### config.mk
export PLATFORM = sky130hd
export DESIGN_NAME = xps_device_flat
export DESIGN_NICKNAME = d
export VERILOG_FILES = /design/src/xps_pkg.sv /design/src/xps_if.sv /design/src/xps_device.sv /design/src/flat_wrapper.sv
export SDC_FILE = /design/constraint.sdc
export NUM_CORES = 1
export LEC_CHECK = 0
export BUFFER_PORTS_ARGS = -buffer_cell sky130_fd_sc_hd__buf_2
export CAP_MARGIN = 40
export CORE_ASPECT_RATIO = 1.75
export CORE_UTILIZATION = 45
export DETAILED_ROUTE_END_ITERATION = 7
export PLACE_DENSITY = 0.65
export SLEW_MARGIN = 20
export SYNTH_ARGS = -nofsm -noshare
export SYNTH_HDL_FRONTEND = slang
export SYNTH_SLANG_ARGS = --single-unit
### constraint.sdc
create_clock -name clk_in -period 1.5 [get_ports clk_in]
set_input_delay 0.15 -clock clk_in [delete_from_list [all_inputs] [get_ports clk_in]]
set_output_delay 0.15 -clock clk_in [all_outputs]
set_load 0.1 [all_outputs]
### src/xps_pkg.sv
// xps_pkg: shared constants for the crosspoint serial programming link
// Functional notes
// RQ1: select is active low; ignore pins while high
// RQ2: arm on first rise, capture on next fall
// RQ3: sample every data bit on falling clock edge
// RQ4: controller lowers select before first rising edge
// RQ5: controller ends transfer by select or stopped clock
// RQ6: select rises after last sample, before next rise
// RQ7: or exact pulse count, clock idle low around
// RQ8: per-output active registers, not bus writable
// RQ9: apply pin alone copies load into active registers
// RQ10: apply and mode work regardless of select
// RQ11: apply without new bits changes nothing
// RQ12: mode high: addressed word updates one output
// RQ13: mode low: 16-bit frame sets all outputs
// RQ14: first bit shifted in is bit zero
// RQ15: extra clocks keep shifting, old bits out serially
// RQ16: controller holds apply low until shifting done
// RQ17: three-wire: apply tied to select, clock gated
// RQ18: four-wire: preload devices, one common apply
// RQ19: frame: four groups, address lsb first, off bit
// RQ20: word: output address, input address, off bit
// RQ21: reset pin: address zero, all outputs off
// RQ22: broadcast pin: all outputs on, input zero
// RQ23: serial output updates on rising clock edge
package xps_pkg;
   // ==========================================================
   // matrix geometry and frame layout
   localparam int NUM_OUT     = 4;   // outputs of the matrix
   localparam int IN_W        = 3;   // input address width
   localparam int OUT_W       = 2;   // output address width
   localparam int GRP_W       = 4;   // bits per output group in a frame
   localparam int GRP_OFF_POS = 3;   // off bit inside a group
   localparam int FRAME_BITS  = 16;  // serial mode frame length
   localparam int WORD_BITS   = 6;   // addressed mode word length
   localparam int WORD_BASE   = FRAME_BITS - WORD_BITS; // word lsb in load reg
   localparam int WORD_OUT_POS = 0;  // output address in word
   localparam int WORD_IN_POS  = 2;  // input address in word
   localparam int WORD_OFF_POS = 5;  // off bit in word
   localparam int CNT_W        = 5;  // bit counter width
   // ==========================================================
   // reset and broadcast values of the active registers
   localparam logic [2:0] RST_ADDR = 3'h0;
   localparam logic       RST_OFF  = 1'b1;
   localparam logic [2:0] BC_ADDR  = 3'h0;
   // ==========================================================
   // synchroniser lanes for device pins
   localparam int PIN_SEL   = 0;
   localparam int PIN_CLK   = 1;
   localparam int PIN_DIN   = 2;
   localparam int PIN_APPLY = 3;
   localparam int PIN_MODE  = 4;
   localparam int PIN_RST   = 5;
   localparam int PIN_BC    = 6;
   localparam int PIN_NUM   = 7;
   localparam int SYNC_STAGES = 2;
   // ==========================================================
   // timing
   localparam int CLK_NS        = 5;   // system clock period
   localparam int CS_SETUP_NS   = 5;   // select low before first rise
   localparam int CS_SETUP_CYC  = (CS_SETUP_NS + CLK_NS - 1) / CLK_NS;
   localparam int SETUP_WAIT    = CS_SETUP_CYC + SYNC_STAGES + 1;
   localparam int SCLK_HALF_CYC = 16;  // half period of generated clock
   localparam int APPLY_CYC     = 8;   // apply pulse width
endpackage : xps_pkg
### src/xps_if.sv
// xps_if: serial programming pins between controller and crosspoint
`timescale 1ns/1ps
interface xps_if;
   logic sel_b;         // select, active low
   logic sclk;          // serial clock from controller
   logic sdi;           // serial data into device
   logic sdo;           // serial data out of device
   logic apply;         // apply configuration strobe
   logic mode;          // high: addressed word, low: full frame
   logic rst_pin;       // level reset of active registers
   logic broadcast_all; // level broadcast of input zero

   modport device (input sel_b, sclk, sdi, apply, mode, rst_pin, broadcast_all,
                   output sdo);
   modport host   (output sel_b, sclk, sdi, apply, mode, rst_pin, broadcast_all,
                   input sdo);
endinterface : xps_if

### src/xps_device.sv
// xps_device: crosspoint side of the serial programming link
`timescale 1ns/1ps
module xps_device
(
   // clock and reset
   input  wire logic                    clk_in,
   input  wire logic                    rst_b_in,
   // serial link
   xps_if.device                        link,
   // matrix control
   output logic [xps_pkg::NUM_OUT*3-1:0] route_addr_out,
   output logic [xps_pkg::NUM_OUT-1:0]   route_on_out
);
   // ==========================================================
   // declarations
   logic [xps_pkg::PIN_NUM-1:0]    pin_raw;    // pins as they arrive
   logic [xps_pkg::PIN_NUM-1:0]    pin_meta;   // first stage, read by stage two only
   logic [xps_pkg::PIN_NUM-1:0]    pin_s;      // synchronised pins
   logic                           sclk_d;     // clock one cycle back
   logic                           apply_d;    // apply one cycle back
   logic                           armed;      // receiver armed by a rise
   logic                           pending;    // bits shifted since last apply
   logic                           sdo_q;      // serial output flop
   logic [xps_pkg::FRAME_BITS-1:0] load_reg;   // load shift register
   logic [2:0]                     act_addr [xps_pkg::NUM_OUT]; // active input
   logic                           act_off  [xps_pkg::NUM_OUT]; // active off state

   // ==========================================================
   // decode of synchronised pins
   wire sel_low    = ~pin_s[xps_pkg::PIN_SEL];
   wire sclk_s     = pin_s[xps_pkg::PIN_CLK];
   wire din_s      = pin_s[xps_pkg::PIN_DIN];
   wire mode_s     = pin_s[xps_pkg::PIN_MODE];
   wire rstpin_s   = pin_s[xps_pkg::PIN_RST];
   wire bc_s       = pin_s[xps_pkg::PIN_BC];
   wire sclk_rise  = sclk_s & ~sclk_d;
   wire sclk_fall  = ~sclk_s & sclk_d;
   wire apply_rise = pin_s[xps_pkg::PIN_APPLY] & ~apply_d;
   // capture only when armed and selected
   wire capture    = sclk_fall & armed & sel_low;   // RQ2 RQ3 RQ1
   wire apply_go   = apply_rise & pending;          // RQ9 RQ10 RQ11
   // new bits enter at the top so the first lands at bit zero
   wire [xps_pkg::FRAME_BITS-1:0] next_load =
      {din_s, load_reg[xps_pkg::FRAME_BITS-1:1]};   // RQ14 RQ15
   // fields of an addressed word as it sits in the load register
   wire [1:0] word_out = load_reg[xps_pkg::WORD_BASE+xps_pkg::WORD_OUT_POS +: 2]; // RQ20
   wire [2:0] word_in  = load_reg[xps_pkg::WORD_BASE+xps_pkg::WORD_IN_POS +: 3];
   wire       word_off = load_reg[xps_pkg::WORD_BASE+xps_pkg::WORD_OFF_POS];

   assign pin_raw = {link.broadcast_all, link.rst_pin, link.mode, link.apply,
                     link.sdi, link.sclk, link.sel_b};

   // ==========================================================
   // two-stage synchroniser, all pins come from outside
   always_ff @(posedge clk_in or negedge rst_b_in)
   begin
      if (!rst_b_in)
      begin
         pin_meta <= 7'h01;   // select idles high
         pin_s    <= 7'h01;
      end
      else
      begin
         pin_meta <= pin_raw;
         pin_s    <= pin_meta;
      end
   end

   // ==========================================================
   // edge history for clock and apply
   always_ff @(posedge clk_in or negedge rst_b_in)
   begin
      if (!rst_b_in)
      begin
         sclk_d  <= 1'b0;
         apply_d <= 1'b0;
      end
      else
      begin
         sclk_d  <= sclk_s;
         apply_d <= pin_s[xps_pkg::PIN_APPLY];
      end
   end

   // ==========================================================
   // arming: a rise while selected opens the receiver
   always_ff @(posedge clk_in or negedge rst_b_in)
   begin
      if (!rst_b_in)
         armed <= 1'b0;
      else if (!sel_low)
         armed <= 1'b0;                  // RQ1
      else if (sclk_rise)
         armed <= 1'b1;                  // RQ2
   end

   // ==========================================================
   // load shift register and serial output
   always_ff @(posedge clk_in or negedge rst_b_in)
   begin
      if (!rst_b_in)
      begin
         load_reg <= 16'h0000;
         sdo_q    <= 1'b0;
      end
      else
      begin
         if (capture)
            load_reg <= next_load;       // RQ3 RQ13 RQ15
         // oldest bit leaves on the rise so a chained part samples it on the fall
         if (sclk_rise && sel_low)
            sdo_q <= load_reg[0];        // RQ23 RQ15
      end
   end

   // ==========================================================
   // new-data flag; a bit arriving with the apply edge keeps it set
   always_ff @(posedge clk_in or negedge rst_b_in)
   begin
      if (!rst_b_in)
         pending <= 1'b0;
      else if (capture)
         pending <= 1'b1;                // set wins over clear
      else if (apply_go || rstpin_s)
         pending <= 1'b0;                // RQ11
   end

   // ==========================================================
   // active registers: reset pin beats broadcast beats apply
   always_ff @(posedge clk_in or negedge rst_b_in)
   begin
      if (!rst_b_in)
      begin
         for (int k = 0; k < xps_pkg::NUM_OUT; k++)
         begin
            act_addr[k] <= xps_pkg::RST_ADDR;
            act_off[k]  <= xps_pkg::RST_OFF;
         end
      end
      else if (rstpin_s)
      begin
         for (int k = 0; k < xps_pkg::NUM_OUT; k++)
         begin
            act_addr[k] <= xps_pkg::RST_ADDR;   // RQ21
            act_off[k]  <= xps_pkg::RST_OFF;
         end
      end
      else if (bc_s)
      begin
         for (int k = 0; k < xps_pkg::NUM_OUT; k++)
         begin
            act_addr[k] <= xps_pkg::BC_ADDR;    // RQ22
            act_off[k]  <= 1'b0;
         end
      end
      else if (apply_go)
      begin
         if (mode_s)
         begin
            // addressed word touches only the named output
            act_addr[word_out] <= word_in;      // RQ12 RQ20
            act_off[word_out]  <= word_off;
         end
         else
         begin
            for (int k = 0; k < xps_pkg::NUM_OUT; k++)
            begin
               act_addr[k] <= load_reg[k*xps_pkg::GRP_W +: 3];     // RQ13 RQ19
               act_off[k]  <= load_reg[k*xps_pkg::GRP_W + xps_pkg::GRP_OFF_POS];
            end
         end
      end
   end

   // ==========================================================
   // outputs straight from the active flops, never from the bus
   generate
      for (genvar g = 0; g < xps_pkg::NUM_OUT; g++)
      begin : g_out
         assign route_addr_out[g*3 +: 3] = act_addr[g];   // RQ8
         assign route_on_out[g]          = ~act_off[g];
      end
   endgenerate

   assign link.sdo = sdo_q;

endmodule : xps_device

### src/flat_wrapper.sv
// flat-port wrapper written by rule: the top's interface ports become plain ports
module xps_device_flat 
  (clk_in, rst_b_in, route_addr_out, route_on_out, link_sel_b, link_sclk, link_sdi, link_apply, link_mode, link_rst_pin, link_broadcast_all, link_sdo);
  xps_if link_i ();
  input  wire logic clk_in;
  input  wire logic rst_b_in;
  output logic [xps_pkg::NUM_OUT*3-1:0] route_addr_out;
  output logic [xps_pkg::NUM_OUT-1:0] route_on_out;
  input wire logic [$bits(link_i.sel_b)-1:0] link_sel_b;
  input wire logic [$bits(link_i.sclk)-1:0] link_sclk;
  input wire logic [$bits(link_i.sdi)-1:0] link_sdi;
  input wire logic [$bits(link_i.apply)-1:0] link_apply;
  input wire logic [$bits(link_i.mode)-1:0] link_mode;
  input wire logic [$bits(link_i.rst_pin)-1:0] link_rst_pin;
  input wire logic [$bits(link_i.broadcast_all)-1:0] link_broadcast_all;
  output wire logic [$bits(link_i.sdo)-1:0] link_sdo;
  assign link_i.sel_b = link_sel_b;
  assign link_i.sclk = link_sclk;
  assign link_i.sdi = link_sdi;
  assign link_i.apply = link_apply;
  assign link_i.mode = link_mode;
  assign link_i.rst_pin = link_rst_pin;
  assign link_i.broadcast_all = link_broadcast_all;
  assign link_sdo = link_i.sdo;
  xps_device u_core (.clk_in(clk_in), .rst_b_in(rst_b_in), .link(link_i), .route_addr_out(route_addr_out), .route_on_out(route_on_out));
endmodule
=== Word-level counts from Yosys, hierarchy flattened ===
Index checks and enable logic that the tools add are counted.

* Magnitude comparators: 2
* Muxes and demuxes: 18
* Bitwise operators: 15
* Reduce and logical (&&, ||, !) cells: 6

{| class="wikitable"
|+ Operators with widths
! kind !! number
|-
| 12-bit two-way mux || 4
|-
| 4-bit two-way mux || 4
|-
| 12-bit bitwise mux || 1
|-
| 1-bit NOT || 8
|-
| 1-bit bitwise AND || 6
|-
| 3-bit demux with 2-bit select || 1
|-
| 1-bit two-way mux || 5
|-
| 4-bit bitwise mux || 1
|-
| 2-bit nonzero test || 2
|-
| 3-bit >= comparator, second input constant || 1
|-
| 3-bit by 1-bit < comparator with 1-bit output, second input constant || 1
|-
| 3-bit two-way mux || 1
|-
| 2-bit NOT with 3-bit output || 1
|-
| 3-bit nonzero test || 1
|-
| 1-bit demux with 2-bit select || 1
|-
| 1-bit logical AND || 2
|-
| 1-bit logical OR || 1
|}

* Register bits after elaboration: 51
* Logic and storage cells: 57

=== Longest topological paths before layout ===
* Depth after elaboration: 10
* Depth in mapped cells: 5

=== Worst setup path before layout ===
No wires, ideal clock.

* Path type: register -> register
* Start point: register u_core.act_addr (netlist bit u_core.route_addr_out[8])
* End point: register u_core.act_addr (netlist bit u_core.route_addr_out[8])
* Setup time: 99 ps
* Arrival time: 1,245 ps
* Required time: 1,401 ps
* Setup slack: 155 ps
* Cell stages (with the launch flop): 3
* Path through: dfrtp_1 -> nor2_1 -> a311oi_1

* Longest elaborated chain between the ends: 5

{| class="wikitable"
|+ Ends and longest elaborated chain
! what !! RTL line !! source
|-
| start: declaration || xps_device.sv:25 || <nowiki>logic [2:0] act_addr [xps_pkg::NUM_OUT];</nowiki>
|-
| start signal: indexed assignment || xps_device.sv:136 || <nowiki>act_addr[k] <= xps_pkg::RST_ADDR;</nowiki>
|-
| start signal: indexed assignment || xps_device.sv:144 || <nowiki>act_addr[k] <= xps_pkg::RST_ADDR;</nowiki>
|-
| start signal: indexed assignment || xps_device.sv:152 || <nowiki>act_addr[k] <= xps_pkg::BC_ADDR;</nowiki>
|-
| 12-bit bitwise mux || xps_device.sv:161 || <nowiki>act_addr[word_out] <= word_in;</nowiki>
|-
| 12-bit two-way mux || xps_device.sv:158 || <nowiki>if (mode_s)</nowiki>
|-
| 12-bit two-way mux || xps_device.sv:156 || <nowiki>else if (apply_go)</nowiki>
|-
| 12-bit two-way mux || xps_device.sv:148 || <nowiki>else if (bc_s)</nowiki>
|-
| 12-bit two-way mux || xps_device.sv:140 || <nowiki>else if (rstpin_s)</nowiki>
|}

No other way between the ends. The select of a mux whose other input is x is not followed.
A chain may end at the register's enable or synchronous reset.

=== Worst setup path in the final report ===
* Start point: register u_core.pin_s[5] (netlist bit)
* End point: register u_core.act_addr (netlist bit u_core.route_addr_out[1])

* Longest elaborated chain between the ends: 1

{| class="wikitable"
|+ Ends and longest elaborated chain
! what !! RTL line !! source
|-
| start: declaration || xps_device.sv:18 || <nowiki>logic [xps_pkg::PIN_NUM-1:0] pin_s;</nowiki>
|-
| start signal: assignment || xps_device.sv:65 || <nowiki>pin_s <= pin_meta;</nowiki>
|-
| 3-bit nonzero test (no line) / 12-bit two-way mux (equally long branches) || -- ||
|}

Several ways; a longest one is shown, not always the timed one.

==> flow_summary.json <==
{
  "worst_pin_slew_ps": 491,
  "gp_congestion": 0.924,
  "vdd.ir_drop.worst_mv": 0.920,
  "drive_gt1_share_pct": 26.7,
  "dp_hpwl_um": 2860,
  "critPathSlowestCell": "or3b_4",
  "nFillCells": 381,
  "stdcell_count": 253,
  "vias": 1329,
  "fin_crit_sh_pct": 94.8,
  "clkTransAtPathRegs_ps": 90,
  "start_util_pct": 46.6,
  "ys_warn_count": 0,
  "synth_edf_count": 0,
  "cp-startpoint": "u_core.pin_s[5]",
  "worstHoldPathType": "in2async",
  "p_per_area_mw_per_mm2": 1100,
  "numClockSinks": 51,
  "required_ps": 1700,
  "rsz0062_at_grt": "true",
  "synth_area_per_cell_um2": 12.5,
  "antenna_left": 0,
  "seq_area_mm2": 0.00128,
  "first_iter_violations": 6,
  "setup_viol_count_final": 0,
  "dieArea_mm2": 0.00485,
  "synthFlopType": "dfrtp_1",
  "cts_tree": "built",
  "finClkSkew_ps": 8.18,
  "p_sw_share_pct": 25.5,
  "dieHeight_um": 91.4,
  "setup_ws_ps": 78.6,
  "grt_pass1_wl_um": 6310,
  "p_leak_nw": 1.16,
  "p_clk_share_pct": 35.5,
  "diodes": 0,
  "path_cells": "or3b_4 > o22ai_4 > nand2_1 > o31ai_1",
  "max_freq_mhz": 704,
  "num_rows": 32,
  "synth_nets": 173,
  "ys_seq_area_share_pct": 62.5,
  "dr.pass1.iters": 4,
  "routed_wl_um": 3780,
  "chipWidth_um": 53.1,
  "hold_viol": 0,
  "drv_slew": 0,
  "multi_input_area_um2": 712,
  "critPathLaunchType": "register",
  "grt-ovfl-total": 0,
  "cts_root_buf": "clkbuf_8",
  "final_common_cell": "dfrtp_1",
  "final_cell_mix": "dfrtp_1 (45), buf_2 (25), mux2_1 (14), nand2_1 (13)",
  "power.switching_mw": 0.692,
  "async_flop_share_pct": 100,
  "drc": 0,
  "final.setup.tns_ps": 0,
  "r2r_start": "u_core.pin_s[5]",
  "crit_buf_inv": 0,
  "end_kind": "register",
  "htree_levels": 2,
  "place_ws_ps": 60.5,
  "synth_cell_types": 32,
  "crit_fanout": 8,
  "status": "finished, final reports clean",
  "finalCriticalPeriod_ps": 1420,
  "area_delta_synth_final_pct": 20.8,
  "numCtsBuffers": 5,
  "dpl.cell_count": 237,
  "final_nets": 210,
  "grt_pass1_vias": 1347,
  "internal_power_mw": 2.03,
  "maxCapViolations": 0,
  "critical-path-max-stage-delay_ps": 460,
  "share_comb_of_total_power_pct": 9.9,
  "viasPerCell": 5.25,
  "synthCells": 164,
  "grt_max_degree": 35,
  "path_delay_family": "simple AND/OR/NAND/NOR gates",
  "ys_ff_latch": 51,
  "pwr-share-seq_pct": 54.6,
  "syn_area_mm2": 0.00205,
  "grt.total_usage_pct": 18.3,
  "worstPathArrival_ps": 1620,
  "coreArea_mm2": 0.00440,
  "largest_register_ffs": 16,
  "io_buffers": 25,
  "ios": 26,
  "crit_type": "reg2reg",
  "clk_latency_ps": 300,
  "wl_per_cell_um": 15.0,
  "clock_path_buffers": 2,
  "antenna_found_initial": 0,
  "slew_headroom_pct": 67.5
}
-- cell families after synthesis --
group                  count (synthesis)  synth area share, %
AND/OR/NAND/NOR                       43                 11.2
flip-flops                            51                 62.5
AO/OA/AOI/OAI                         34                 12.9
multiplexers                          18                 9.63
buffers and inverters                 18                 3.84
-- Yosys cell counts, drive strengths merged, types with 2 or more instances --
master | number | area, µm²
o31ai | 6 | 45.0
mux2 | 14 | 158
a31oi | 6 | 37.5
inv | 10 | 37.5
dfrtp | 45 | 1130
nor2b | 8 | 50.1
dfstp | 6 | 158
nor2 | 9 | 33.8
mux2i | 4 | 40.0
o21ai | 8 | 40.0
buf | 7 | 37.5
o22ai | 3 | 52.6
a221oi | 2 | 17.5
nand2 | 13 | 48.8
nand2b | 4 | 25.0
nand3 | 2 | 10.0
a21oi | 4 | 27.5
a311oi | 4 | 35.0
-- power groups by stage --
stage / Clock, mW / Combinational (mW) / Sequential (mW)
floorplan: 0 / 0.166 / 1.51
global placement: 0 / 0.248 / 1.51
detailed placement: 0 / 0.255 / 1.51
CTS: 0.998 / 0.270 / 1.49
global route: 1.05 / 0.291 / 1.49
finish: 0.964 / 0.269 / 1.48
-- final cells by class --
type | instances | share of cell area, %
Multi-Input combinational cell | 95 | 28.7
Sequential cell | 51 | 51.7
Tap cell | 51 | 2.57
Clock inverter | 3 | 1.92
Timing Repair Buffer | 38 | 10.8
Inverter | 10 | 1.51
Clock buffer | 5 | 2.77
-- worst register-to-register path: cells and delay by family, from the launching register on --
family          cells  cell delay, ps
flops               1             450
simple gates        2             550
compound gates      2             320
-- stage by stage --
step / area (µm²) / hold slack (ps) / utilization (%) / power, mW
2_1_floorplan: 2050 / -146 / - / 1.67
3_5_place_dp: 2270 / 117 / 51.6 / 1.77
3_3_place_gp: 2270 / 102 / 51.6 / 1.76
4_1_cts: 2470 / 318 / 56.1 / 2.75
5_1_grt: 2480 / 347 / 56.3 / 2.83
6_report: 2480 / 302 / 56.3 / 2.72
-- what timing repair did --
item                                    CTS  global route
buffers inserted                          0             0
endpoints found under the setup margin    0             6
hold buffers                              8             0
resized for setup                         0             3
endpoints found under the hold margin    21             0
-- metal layers --
layer	track usage, %	vias up	share of wire (%)
met1	19.1	645	39
met2	33.1	30	55
met4	8.33	0	3.1
met5	0	-	0
li1	-	645	-
met3	3.52	9	2.7
-- final timing paths --
kind / to / slack (ps) / depth (start not counted)
max in group asynchronous: u_core.pin_s[0] / 600 / 3
min in group clk_in: u_core.pin_s[2] / 350 / 0
setup / recovery: u_core.route_addr_out[1] / 80 / 4
hold reg to reg: u_core.pin_s[2] / 350 / 0
setup reg to reg: u_core.route_addr_out[1] / 80 / 4
hold / removal: u_core.route_addr_out[11] / 300 / 2
Note: power is estimated with default switching activity, not from simulation.
